## src/verilog/bus_seq_map.vh

```
`ifndef BUS_SEQ_MAP_VH
`define BUS_SEQ_MAP_VH
// ----------------------------------------------------------------
// Cycle type encoding (cpu_cycle_type input)
// ----------------------------------------------------------------
`define CYC_MEM_RD 2'h0
`define CYC_MEM_WR 2'h1
`define CYC_IO_RD 2'h2
`define CYC_IO_WR 2'h3
// ----------------------------------------------------------------
// Conversion codes {bit1,bit0}
// ----------------------------------------------------------------
`define CODE_LOW_WR 2'h0
`define CODE_LOW_RD 2'h1
`define CODE_HIGH_WR 2'h2
`define CODE_HIGH_RD 2'h3
`define CODE_DMA_FLOAT 2'h0
`define CODE_DMA_LO2HI 2'h2
`define CODE_DMA_HI2LO 2'h3
// ----------------------------------------------------------------
// Timing counts in bus state clocks; timing field width in bits
// ----------------------------------------------------------------
`define STATES_PER_EXPANSION_SYSTEM_CLOCK 4'h2
`define RECOVERY_STATES 4'h2
`define FIELD_W 4
`endif
```

## src/verilog/at_bus_cycle_sequencer.v

```verilog
`timescale 1ns/100ps
`include "bus_seq_map.vh"
// Expansion bus cycle sequencer. The bus state clock is an input from the
// clock generator; the block samples it on clk and steps once per rising
// edge, so every count below is in bus state clock periods.
//
// Cycle outline, in bus states:
//   ALE     one state, sizing pins sampled as it ends
//   DELAY   cmd_delay states, skipped when the field is zero
//   CMD     one system clock plus one per programmed wait state; ready is
//           looked at one state before the end, and a low ready buys one
//           more system clock before it is looked at again
//   RECOV   two states between the byte halves of a split transfer
//   DONE    one state, ends with the cycle-done pulse
//
// Limitation: the bus state clock is oversampled, so clk must run
// more than twice as fast as it or steps will be lost. The trade is a
// single clock domain for all state, at the cost of up to one clk of
// jitter on every bus edge.
module at_bus_cycle_sequencer
(
  input wire clk,
  input wire nrst,
  input wire bus_state_clk,
  input wire async_mode,
  input wire cycle_start,
  input wire local_mem_hit,
  input wire [1:0] cpu_cycle_type,
  input wire cpu_word,
  input wire cpu_high_byte,
  input wire int_ack,
  input wire refresh_active,
  input wire dma_grant_ack,
  input wire dma_write,
  input wire dma_lo_hi_copy,
  input wire [`FIELD_W-1:0] cmd_delay,
  input wire [`FIELD_W-1:0] wait_states,
  input wire mem_cs16_n,
  input wire io_cs16_n,
  input wire io_chrdy,
  output reg ale,
  output reg buffered_mem_read_n,
  output reg buffered_mem_write_n,
  output reg buffered_io_read_n,
  output reg buffered_io_write_n,
  output reg expansion_byte_addr_bit,
  output reg conv_code_bit0,
  output reg conv_code_bit1,
  output reg conv_code_enable_n,
  output reg cycle_done_n,
  output reg busy
);

  // ----------------------------------------------------------------
  // States
  // ----------------------------------------------------------------
  localparam ST_IDLE = 3'h0;
  localparam ST_ALE = 3'h1;
  localparam ST_DELAY = 3'h2;
  localparam ST_CMD = 3'h3;
  localparam ST_RECOV = 3'h5;
  localparam ST_DONE = 3'h6;

  // ----------------------------------------------------------------
  // Input synchronisers
  // ----------------------------------------------------------------
  reg [4:0] sync1_ff;
  reg [4:0] sync2_ff;
  reg bclk_prev_ff;
  wire bclk_s = sync2_ff[0];
  wire mem16_s = ~sync2_ff[1];
  wire io16_s = ~sync2_ff[2];
  wire rdy_s = sync2_ff[3];
  wire start_s = sync2_ff[4];
  wire step = bclk_s & ~bclk_prev_ff;
  // CPU request comes through two flops only in async mode
  wire start_req = async_mode ? start_s : cycle_start;

  // Pins and the bus clock are always foreign to clk
  always @(posedge clk or negedge nrst)
  begin
    if (!nrst)
    begin
      // Reset to idle pin levels so no false bus clock edge follows reset
      sync1_ff <= 5'h0e;
      sync2_ff <= 5'h0e;
      bclk_prev_ff <= 1'b0;
    end
    else
    begin
      sync1_ff <= {cycle_start, io_chrdy, io_cs16_n, mem_cs16_n,
                   bus_state_clk};
      sync2_ff <= sync1_ff;
      bclk_prev_ff <= bclk_s;
    end
  end

  // ----------------------------------------------------------------
  // Sequencer registers
  // ----------------------------------------------------------------
  reg [2:0] state_ff;
  reg [2:0] nxt_state;
  reg [3:0] cnt_ff;
  reg [3:0] nxt_cnt;
  reg [1:0] type_ff;
  reg word_ff;
  reg hi_ff;
  reg intack_ff;
  reg split_ff;
  reg nxt_split;
  reg second_ff;
  reg nxt_second;
  reg pend_ff;
  wire is_io = type_ff[1];
  wire is_rd = ~type_ff[0];
  // Wide target: memory sized at ALE fall, I/O held by target all cycle
  wire wide = is_io ? io16_s : mem16_s;

  // Next-state logic, evaluated once per bus state
  always @*
  begin
    nxt_state = state_ff;
    nxt_cnt = cnt_ff;
    nxt_split = split_ff;
    nxt_second = second_ff;
    case (state_ff)
      ST_IDLE:
      begin
        nxt_second = 1'b0;
        nxt_split = 1'b0;
        if (pend_ff)
          nxt_state = ST_ALE;
      end
      ST_ALE:
      begin
        // Sample the sizing pin as ALE falls
        nxt_split = word_ff & ~wide;
        nxt_cnt = cmd_delay;
        nxt_state = (cmd_delay == 4'h0) ? ST_CMD : ST_DELAY;
        if (cmd_delay == 4'h0)
          nxt_cnt = `STATES_PER_EXPANSION_SYSTEM_CLOCK * (4'h1 + wait_states) - 4'h1;
      end
      ST_DELAY:
      begin
        nxt_cnt = cnt_ff - 4'h1;
        if (cnt_ff == 4'h1)
        begin
          nxt_state = ST_CMD;
          // One system clock plus one per wait state, in bus states
          nxt_cnt = `STATES_PER_EXPANSION_SYSTEM_CLOCK * (4'h1 + wait_states) - 4'h1;
        end
      end
      ST_CMD:
      begin
        // Programmed waits are spent when one state is left; ready is
        // looked at here, so with no waits the command is one system clock
        nxt_cnt = cnt_ff - 4'h1;
        if (cnt_ff == 4'h1 && !rdy_s)
          nxt_cnt = `STATES_PER_EXPANSION_SYSTEM_CLOCK;
        if (cnt_ff == 4'h0)
        begin
          // Ready was seen; the command ends with this system clock
          nxt_cnt = `RECOVERY_STATES - 4'h1;
          nxt_state = (split_ff & ~second_ff) ? ST_RECOV : ST_DONE;
        end
      end
      ST_RECOV:
      begin
        // Back-to-back recovery, no new ALE for the high byte
        nxt_cnt = cnt_ff - 4'h1;
        if (cnt_ff == 4'h0)
        begin
          nxt_second = 1'b1;
          nxt_state = ST_CMD;
          nxt_cnt = `STATES_PER_EXPANSION_SYSTEM_CLOCK * (4'h1 + wait_states) - 4'h1;
        end
      end
      ST_DONE:
        nxt_state = ST_IDLE;
      default:
        nxt_state = ST_IDLE;
    endcase
  end

  // State update on bus state clock edges; request latched on clk
  always @(posedge clk or negedge nrst)
  begin
    if (!nrst)
    begin
      state_ff <= ST_IDLE;
      cnt_ff <= 4'h0;
      split_ff <= 1'b0;
      second_ff <= 1'b0;
      pend_ff <= 1'b0;
      type_ff <= 2'h0;
      word_ff <= 1'b0;
      hi_ff <= 1'b0;
      intack_ff <= 1'b0;
    end
    else
    begin
      // Only non-local cycles are taken over
      if (start_req & ~local_mem_hit & ~busy & ~pend_ff)
      begin
        pend_ff <= 1'b1;
        type_ff <= cpu_cycle_type;
        word_ff <= cpu_word;
        hi_ff <= cpu_high_byte;
        intack_ff <= int_ack;
      end
      else if (step & state_ff == ST_ALE)
        pend_ff <= 1'b0;
      if (step)
      begin
        // Bus state clock is twice the system clock; one step per rising edge
        state_ff <= nxt_state;
        cnt_ff <= nxt_cnt;
        split_ff <= nxt_split;
        second_ff <= nxt_second;
      end
    end
  end

  // ----------------------------------------------------------------
  // Output registers
  // ----------------------------------------------------------------
  // Command strobes stand for the whole command state, retries included; refresh also drives memory read, int ack blocks I/O read
  wire in_cmd = (state_ff == ST_CMD);
  wire byte_hi = second_ff | (~word_ff & hi_ff);
  reg [1:0] code;

  // Conversion code choice; held fixed within each byte phase
  always @*
  begin
    if (dma_grant_ack)
      code = dma_lo_hi_copy ? (dma_write ? `CODE_DMA_LO2HI :
             `CODE_DMA_HI2LO) : `CODE_DMA_FLOAT;
    else if (byte_hi)
      code = is_rd ? `CODE_HIGH_RD : `CODE_HIGH_WR;
    else
      code = is_rd ? `CODE_LOW_RD : `CODE_LOW_WR;
  end

  // Every output is a flop; commands are active low
  always @(posedge clk or negedge nrst)
  begin
    if (!nrst)
    begin
      ale <= 1'b0;
      buffered_mem_read_n <= 1'b1;
      buffered_mem_write_n <= 1'b1;
      buffered_io_read_n <= 1'b1;
      buffered_io_write_n <= 1'b1;
      expansion_byte_addr_bit <= 1'b0;
      conv_code_bit0 <= 1'b0;
      conv_code_bit1 <= 1'b0;
      conv_code_enable_n <= 1'b1;
      cycle_done_n <= 1'b1;
      busy <= 1'b0;
    end
    else
    begin
      ale <= (state_ff == ST_ALE);
      buffered_mem_read_n <= ~(in_cmd & ~is_io & is_rd) & ~refresh_active;
      buffered_mem_write_n <= ~(in_cmd & ~is_io & ~is_rd);
      buffered_io_read_n <= ~(in_cmd & is_io & is_rd & ~intack_ff);
      buffered_io_write_n <= ~(in_cmd & is_io & ~is_rd);
      // The byte address bit and the conversion code both move for the high byte
      expansion_byte_addr_bit <= byte_hi;
      conv_code_bit0 <= code[0];
      conv_code_bit1 <= code[1];
      if (dma_grant_ack)
        conv_code_enable_n <= 1'b0;
      else if (refresh_active)
        conv_code_enable_n <= 1'b1;
      else if (state_ff == ST_IDLE)
        conv_code_enable_n <= 1'b1;
      else if (is_rd)
        conv_code_enable_n <= ~in_cmd;
      else
        conv_code_enable_n <= 1'b0;
      // One-cycle low pulse once the last byte command has ended
      cycle_done_n <= ~(step & state_ff == ST_DONE);
      busy <= pend_ff | (state_ff != ST_IDLE);
    end
  end

endmodule

```

## config.mk

```make
export PLATFORM = sky130hd
export DESIGN_NAME = at_bus_cycle_sequencer
export DESIGN_NICKNAME = d
export VERILOG_FILES = /design/src/verilog/at_bus_cycle_sequencer.v
export VERILOG_INCLUDE_DIRS = /design/src /design/src/verilog
export SDC_FILE = /design/constraint.sdc
export NUM_CORES = 1
export LEC_CHECK = 0
export ABC_AREA = 0
export ABC_CLOCK_PERIOD_IN_PS = 1900
export BUFFER_PORTS_ARGS = -buffer_cell sky130_fd_sc_hd__buf_2
export CORE_ASPECT_RATIO = 0.9
export CORE_UTILIZATION = 48
export DETAILED_ROUTE_END_ITERATION = 10
export PLACE_DENSITY = 0.78
export SLEW_MARGIN = 15
export SYNTH_ARGS = -nofsm -noshare
export SYNTH_HDL_FRONTEND = slang
export SYNTH_SLANG_ARGS = --single-unit
```

## constraint.sdc

```tcl
create_clock -name clk -period 1.9 [get_ports clk]
set_input_delay 0.19 -clock clk [delete_from_list [all_inputs] [get_ports clk]]
set_output_delay 0.19 -clock clk [all_outputs]
set_load 0.03 [all_outputs]
```

==> results of run 1 <==
cells in the mapped netlist, drive strengths merged, types with 5 or more instances:
cell type	instances	area (sq um)
a21oi	6	33.8
dfrtp	25	626
dfstp	12	315
inv	6	22.5
mux2	7	78.8
nand2	10	37.5
nand3	5	25.0
nor2	11	41.3
nor3	7	40.0
o21ai	8	40.0
what timing repair did:
item | CTS | global route
hold buffers | 3 | 0
endpoints found under the setup margin | 2 | 5
resized for setup | 2 | 13
buffers inserted | 0 | 5
pin swaps | 0 | 9
hold endpoints to repair | 3 | 0
gates cloned | 0 | 0
stage by stage:
step / instances / hold slack (ns) / setup TNS (ns) / setup slack, ns
after global placement: 240 / 0.296 / 0 / 0.0794
after floorplan: 158 / -0.106 / 0 / 0.147
after global routing: 256 / 0.00650 / -0.471 / -0.149
final: 256 / -0.0265 / -0.0443 / -0.0389
after detailed placement: 240 / 0.296 / 0 / 0.0185
after CTS: 251 / 0.00242 / 0 / 0.0134
worst max path at each step:
| stage | depth (start not counted) | endpoint | startpoint |
|---|---|---|---|
| after CTS | 7 | cnt_ff[3]$_DFFE_PN0P_ | cnt_ff[1]$_DFFE_PN0P_ |
| final | 8 | cnt_ff[3]$_DFFE_PN0P_ | cnt_ff[1]$_DFFE_PN0P_ |
| after global placement | 7 | cnt_ff[3]$_DFFE_PN0P_ | cnt_ff[1]$_DFFE_PN0P_ |
| after floorplan | 7 | cnt_ff[3]$_DFFE_PN0P_ | cnt_ff[0]$_DFFE_PN0P_ |
| after global routing | 8 | cnt_ff[3]$_DFFE_PN0P_ | cnt_ff[1]$_DFFE_PN0P_ |
| after detailed placement | 7 | cnt_ff[3]$_DFFE_PN0P_ | cnt_ff[0]$_DFFE_PN0P_ |
flip-flops by register name (all words and copies together) (netlist names), 2 cells and up:
name	flops
sync2_ff	5
cnt_ff	4
state_ff	3
type_ff	2
sync1_ff	5
routing by layer:
metal	track usage	wire, microns	vias to the layer above
met5	0	0	-
met4	0.0608	15	0
met3	0.0802	232	2
met2	0.366	2080	51
met1	0.293	1800	747
li1	-	-	687
where the power goes:
| group | switching, uW | internal [uW] |
|---|---|---|
| logic | 880 | 693 |
| registers | 230 | 1030 |
| clock network | 277 | 394 |
cell families (layout without fill, tap and decap cells):
kind of cell / Yosys count / count (layout) / share of synthesized area
AO/OA/AOI/OAI: 38 / 38 / 0.163
XOR/XNOR: 1 / 1 / 0.00492
adder cells (fa/ha/maj): 4 / 4 / 0.0281
buffers and inverters: 14 / 68 / 0.0415
flip-flops: 37 / 37 / 0.529
multiplexers: 8 / 8 / 0.0499
AND/OR/NAND/NOR: 56 / 56 / 0.184
final cells by class:
| cell class | count | area, sq um |
|---|---|---|
| multi-input cells | 107 | 817 |
| fillers | 269 | 1160 |
| well taps | 44 | 55.1 |
| clock buffers | 6 | 72.6 |
| flip-flops and latches | 37 | 942 |
| repair buffers | 54 | 345 |
| clock inverters | 2 | 38.8 |
| inverters | 6 | 22.5 |
cell usage in the layout, fill, tap and decap left out, types with 3 or more instances in the layout:
| cell | count |
|---|---|
| mux2_2 | 6 |
| nand2_1 | 10 |
| o21ai_0 | 7 |
| nor4_1 | 4 |
| nand2b_1 | 3 |
| a21oi_1 | 5 |
| nand3_1 | 5 |
| buf_2 | 35 |
| nor3_1 | 6 |
| dlygate4sd3_1 | 3 |
| inv_1 | 4 |
| dfstp_2 | 12 |
| dfrtp_1 | 24 |
| clkbuf_8 | 5 |
| buf_4 | 13 |
| nor2_1 | 11 |
==> summary.txt, run 1 <==
Status
  • Outcome: complete, but fails checks
  • Violations in the final reports: hold timing, setup timing

Clock tree
  • Clock buffer depth: 2
  • Post-CTS clock slew at the launch and capture registers of the worst setup and hold paths: 0.07 ns
  • Number of sinks on the clock net: 37
  • Worst-skew pair later-pin latency: 0.29 ns
  • Cell at the root of the clock tree: clkbuf_8
  • CTS HTree Levels: 2
  • TritonCTS clock tree: done
  • Clock buffers created by TritonCTS: 5

Finish
  • Diodes inserted: 0
  • Area of all placed cells without fillers: 0.00229 sq mm
  • Util after Layout: 0.664
  • Fraction of layout cells with a size suffix above 1: 0.458
  • Post-layout net count: 241
  • Area growth from synthesis to final layout: 28.9%

STA
  • Peak Freq: 516 MHz
  • Number of pins exceeding their max-slew limit in the final report: 0
  • Relative slew margins: 0.480
  • Final hold slack: -0.0265 ns
  • RSZ-0062 raised after global routing: yes
  • Tightest Pin Transition: 0.781 ns
  • Final Critical Period: 1.94 ns
  • Period utilisation layout: 1.02
  • Endpoints failing hold: 25
  • Final critical-path setup slack: -0.0389 ns
  • Endpoints failing setup: 2
  • Setup skew after layout: 0.00611 ns

Worst setup path
  • Slowest cell on the critical path: or3b_4
  • Kind of critical path: register to register
  • Total buffers and inverters traversed by the critical path: 2
  • Worst flop-to-flop path endpoint: cnt_ff[3]$_DFFE_PN0P_
  • Delay of the slowest critical-path stage: 0.40 ns
  • Kind of capture point of the worst setup path: register
  • WP data required: 2.06 ns
  • Worst path top cell family by delay: compound AO/OA/AOI/OAI gates
  • R2r startpoint: cnt_ff[1]$_DFFE_PN0P_
  • Ordered list of cells on the worst path: inv_2, buf_6, ha_4, or3b_4, o211ai_2, o211ai_1, a22oi_1, o221ai_1
  • Critical-path maximum fanout: 4
  • Worst-case register-to-register setup slack: -0.04 ns
  • Signal arrival time at the worst endpoint: 2.10 ns
  • Worst Reg2Reg Path Length in Cells: 8
  • Critical Path Source Type: register

Global routing
  • Pin count of the biggest net entering global routing: 38
  • Wire length of the first global-routing pass: 6.55 mm
  • Number of antenna violations at the first check in global routing: 0
  • GRT Resource Usage Total: 0.227
  • Aggregate global routing overflow: 0
  • Number of global-route vias before repair: 1369

Synthesis
  • Average cell area after synthesis: 11.3 sq um
  • Flip-flop and latch count after synthesis: 37
  • Syn Inst Count: 158
  • Synthesized area: 0.00178 sq mm
  • Most used flip-flop cell after synthesis: dfrtp_1
  • Sequential share of the synthesized area: 0.529
  • Synthesis warning total: 0
  • Async set or reset register ratio after synthesis: 1.00
  • Post-synth EDFFs: 0
  • Unique masters post-synth: 55
  • Post-Synthesis Net Count: 188

Floorplanning
  • Die area: 0.00395 sq mm
  • Standard-cell row count: 20
  • DIE HEIGHT: 59.8 microns
  • Top-level port count: 37
  • Effective utilization at floorplan: 0.515
  • Floorplan die width: 66.2 microns
  • Core footprint: 0.00345 sq mm

Detailed routing
  • Residual antenna-violating net count after detailed routing: 0
  • Total wire length after detailed routing: 4.13 mm
  • Total via count after detailed routing: 1487
  • DR DRC count: 0
  • Per-cell via count in the routed design: 5.81
  • Routed length per placed instance: 16.1 microns
  • Number of detailed-routing iterations run before antenna repair: 6
  • Iteration-0 DRC count of the detailed router: 95

Power
  • Total power: 3510 uW
  • Power density relative to cell area: 1530 mW/mm^2
  • Peak VDD IR: 0.833 mV
  • Reported leakage power: 0.000998 uW

Place
  • Post-DP HPWL: 2.89 mm
  • Placed inst area: 0.00204 sq mm
  • Final weighted congestion of routability-driven global placement: 0.843
  • Number of input and output port buffers inserted: 35

Flow run
  • Max cap viols: 0

Hold path
  • Classification of the worst-slack hold path: primary input to async pin
Power figures use the tool's default switching activity.
==> run 2, diff against run 1 <==
Settings changed: ABC_CLOCK_PERIOD_IN_PS 1900 to 2250, CORE_UTILIZATION 48 to 55, CTS_BUF_LIST set to sky130_fd_sc_hd__clkbuf_8, PLACE_DENSITY 0.78 to 0.84.
Clock period 1.9 ns to 2.25 ns, I/O delays scaled along.
==> run 2 against run 1 <==
Effect of this change: the flow now finishes without violations; highest routed layer unchanged; sequential cell count unchanged; cell count is 7.0% lower; die area down 12%; setup slack better by 0.27 ns; clock skew shrank 0.0013 ns; cell area is 10% lower; sequential share of layout area grew 4.6 points.
==> summary.txt, run 2 (synthesis results as in run 1) <==
Global routing
  • GRT Resource Usage Total: 0.245 (+0.0179)
  • Number of global-route vias before repair: 1377 (+0.58%)
  • Number of antenna violations at the first check in global routing: 0 (unchanged)
  • Aggregate global routing overflow: 0 (unchanged)
  • Pin count of the biggest net entering global routing: 38 (unchanged)
  • Wire length of the first global-routing pass: 6.14 mm (-6.2%)

STA
  • Endpoints failing setup: 0 (-2)
  • Period utilisation layout: 0.896 (-0.125)
  • Number of pins exceeding their max-slew limit in the final report: 0 (unchanged)
  • Setup skew after layout: 0.00479 ns (-0.00133 ns)
  • Final Critical Period: 2.02 ns (+0.0764 ns)
  • Endpoints failing hold: 0 (-100%)
  • Relative slew margins: 0.492 (+0.0124)
  • Tightest Pin Transition: 0.762 ns (-0.0185 ns)
  • Peak Freq: 496 MHz (-3.8%)
  • RSZ-0062 raised after global routing: no
  • Setup Total Neg Slack: 0 ns (+0.0443 ns)

Worst setup path
  • Delay of the slowest critical-path stage: 0.44 ns (+0.04 ns)
  • Ordered list of cells on the worst path: inv_1, ha_1, and4bb_2, o32ai_1, nor3b_2, a21oi_1, a31oi_1
  • Signal arrival time at the worst endpoint: 2.17 ns (+0.07 ns)
  • Worst setup path start: cnt_ff[0]$_DFFE_PN0P_
  • Critical-path maximum fanout: 6 (+2)
  • WP data required: 2.41 ns (+0.35 ns)
  • Slowest cell on the critical path: dfrtp_1
  • R2r startpoint: cnt_ff[0]$_DFFE_PN0P_
  • Critical Path Source Type: register
  • Kind of capture point of the worst setup path: register
  • Kind of critical path: register to register

Clock tree
  • Number of sinks on the clock net: 37 (unchanged)
  • CTS HTree Levels: 2 (unchanged)
  • Cell at the root of the clock tree: clkbuf_8
  • Worst-skew pair later-pin latency: 0.29 ns (about the same)
  • Clock buffer depth: 2 (unchanged)
  • Number of gates resized after CTS: 0 (-2)
  • Post-CTS Hold Fix Bufs: 0 (-3)
  • Post-CTS clock slew at the launch and capture registers of the worst setup and hold paths: 0.07 ns (about the same)
  • TritonCTS clock tree: done
  • Clock buffers created by TritonCTS: 5 (unchanged)
  • Number of buffers added for setup after CTS: 0 (unchanged)

Floorplanning
  • Floorplan die width: 62.0 microns (-6.4%)
  • Standard-cell row count: 19 (-5.0%)
  • Effective utilization at floorplan: 0.580 (+0.0650)
  • DIE HEIGHT: 56.0 microns (-6.4%)
  • Core footprint: 0.00307 sq mm (-11%)
  • Die area: 0.00347 sq mm (-12%)
  • Top-level port count: 37 (unchanged)

Finish
  • Register Area: 941 sq um (-0.13%)
  • Non-filler instance count after layout: 238 (-7.0%)
  • Area growth from synthesis to final layout: 15.8%
  • Most common cell after layout, fill and taps aside: buf_2
  • Diodes inserted: 0 (unchanged)
  • Post-layout net count: 225 (-6.6%)
  • Fraction of layout cells with a size suffix above 1: 0.383 (-0.0749)
  • Most frequent cells in the layout: buf_2, dfrtp_1, dfstp_2
  • # fillers: 229 (-15%)
  • Largest registers ranked by flip-flop count: sync1_ff: 5 flops, sync2_ff: 5 flops, cnt_ff: 4 flops
  • Area of the multi-input gates: 764 sq um (-6.4%)

Place
  • Final weighted congestion of routability-driven global placement: 0.919 (+9.1%)
  • Number of input and output port buffers inserted: 35 (unchanged)
  • Number of cells in the design after placement: 230 (-4.2%)
  • Post-DP HPWL: 2.65 mm (-8.1%)

Detailed routing
  • Total wire length after detailed routing: 3.59 mm (-13%)
  • Total via count after detailed routing: 1368 (-8.0%)
  • Number of detailed-routing iterations run before antenna repair: 4 (-2)
  • Routed length per placed instance: 15.1 microns (-6.7%)
  • DR DRC count: 0 (unchanged)
  • Iteration-0 DRC count of the detailed router: 48 (-49%)
  • Per-cell via count in the routed design: 5.75 (-1.0%)
  • Residual antenna-violating net count after detailed routing: 0 (unchanged)

Power
  • Sequential cell fraction of total power: 0.413 (+0.053)
  • Portion of total power attributed to the clock network: 0.167 (-0.024)
  • Internal power contribution: 1500 uW (-29%)
  • NetSw: 1050 uW (-24%)
  • Comb power frac: 0.419 (-0.029)
  • Switching Fraction: 0.411 (+0.0158)
  • Power density relative to cell area: 1240 mW/mm^2 (-19%)
  • Peak VDD IR: 0.799 mV (-4.1%)
  • Reported leakage power: 0.000902 uW (-9.7%)

Flow run
  • Max cap viols: 0 (unchanged)

Status
  • Outcome: completed

Hold path
  • Classification of the worst-slack hold path: primary input to async pin
run 2: changes by cell type in the layout (fill, tap and decap cells not counted), sizes merged:
| cell | before | now |
|---|---|---|
| dlygate4sd3 | 3 | 0 |
| clkinv | 1 | 2 |
| buf | 51 | 38 |
| inv | 6 | 7 |
| clkbuf | 6 | 5 |
| bufinv | 1 | 0 |
run 2: final cells by class:
| class | count | share of cell area |
|---|---|---|
| tap | 42 | 0.0255 |
| multi-input combinational | 107 | 0.371 |
| sequential | 37 | 0.457 |
| clock buffer | 5 | 0.0334 |
| inverter | 6 | 0.0109 |
| clock inverter | 3 | 0.00668 |
| timing repair buffer | 38 | 0.0959 |
run 2: path summary, 6_finish.rpt:
check / endpoint / slack, ns / depth (start not counted)
hold / removal: type_ff[1]$_DFFE_PN0P_ / 0.005 / 1
hold reg to reg: sync2_ff[0]$_DFF_PN0_ / 0.35 / 0
max in group asynchronous: second_ff$_DFFE_PN0P_ / 1.76 / 1
min in group clk: sync1_ff[2]$_DFF_PN1_ / 0.03 / 1
setup / recovery: state_ff[1]$_DFFE_PN0P_ / 0.23 / 7
setup reg to reg: state_ff[1]$_DFFE_PN0P_ / 0.23 / 7
run 2: power groups by stage:
stage | Sequential (uW) | Combinational, uW | Clock (uW)
finish | 1060 | 1070 | 428
floorplan | 1100 | 752 | 0
global route | 1080 | 1180 | 461
global placement | 1050 | 1040 | 0
CTS | 1050 | 1060 | 433
detailed placement | 1060 | 1060 | 0
run 2: per-stage QoR:
step	setup WS (ns)	area [sq um]	hold slack, ns	total power [uW]	utilization
2_1_floorplan	0.497	1780	-0.0706	1850	-
3_3_place_gp	0.298	1980	0.323	2090	0.645
3_5_place_dp	0.277	1980	0.331	2120	0.645
4_1_cts	0.269	2060	0.0300	2550	0.672
5_1_grt	0.111	2060	0.0264	2720	0.672
6_report	0.235	2060	0.00495	2550	0.672
run 2: worst max-delay path, delay by kind of cell (launching register included):
kind / cells / cell delay (ns)
AOI/OAI and AO/OA: 3 / 0.68
DFF: 1 / 0.44
and+or+nand+nor: 2 / 0.39
adders and majority gates: 1 / 0.25
buffers and inverters: 1 / 0.12
run 2: layer usage:
layer	up-vias	global-route usage	wire length [microns]
li1	647	-	-
met4	0	0.0984	40
met2	53	0.365	1720
met3	5	0.0674	240
met5	-	0	0
met1	663	0.335	1590
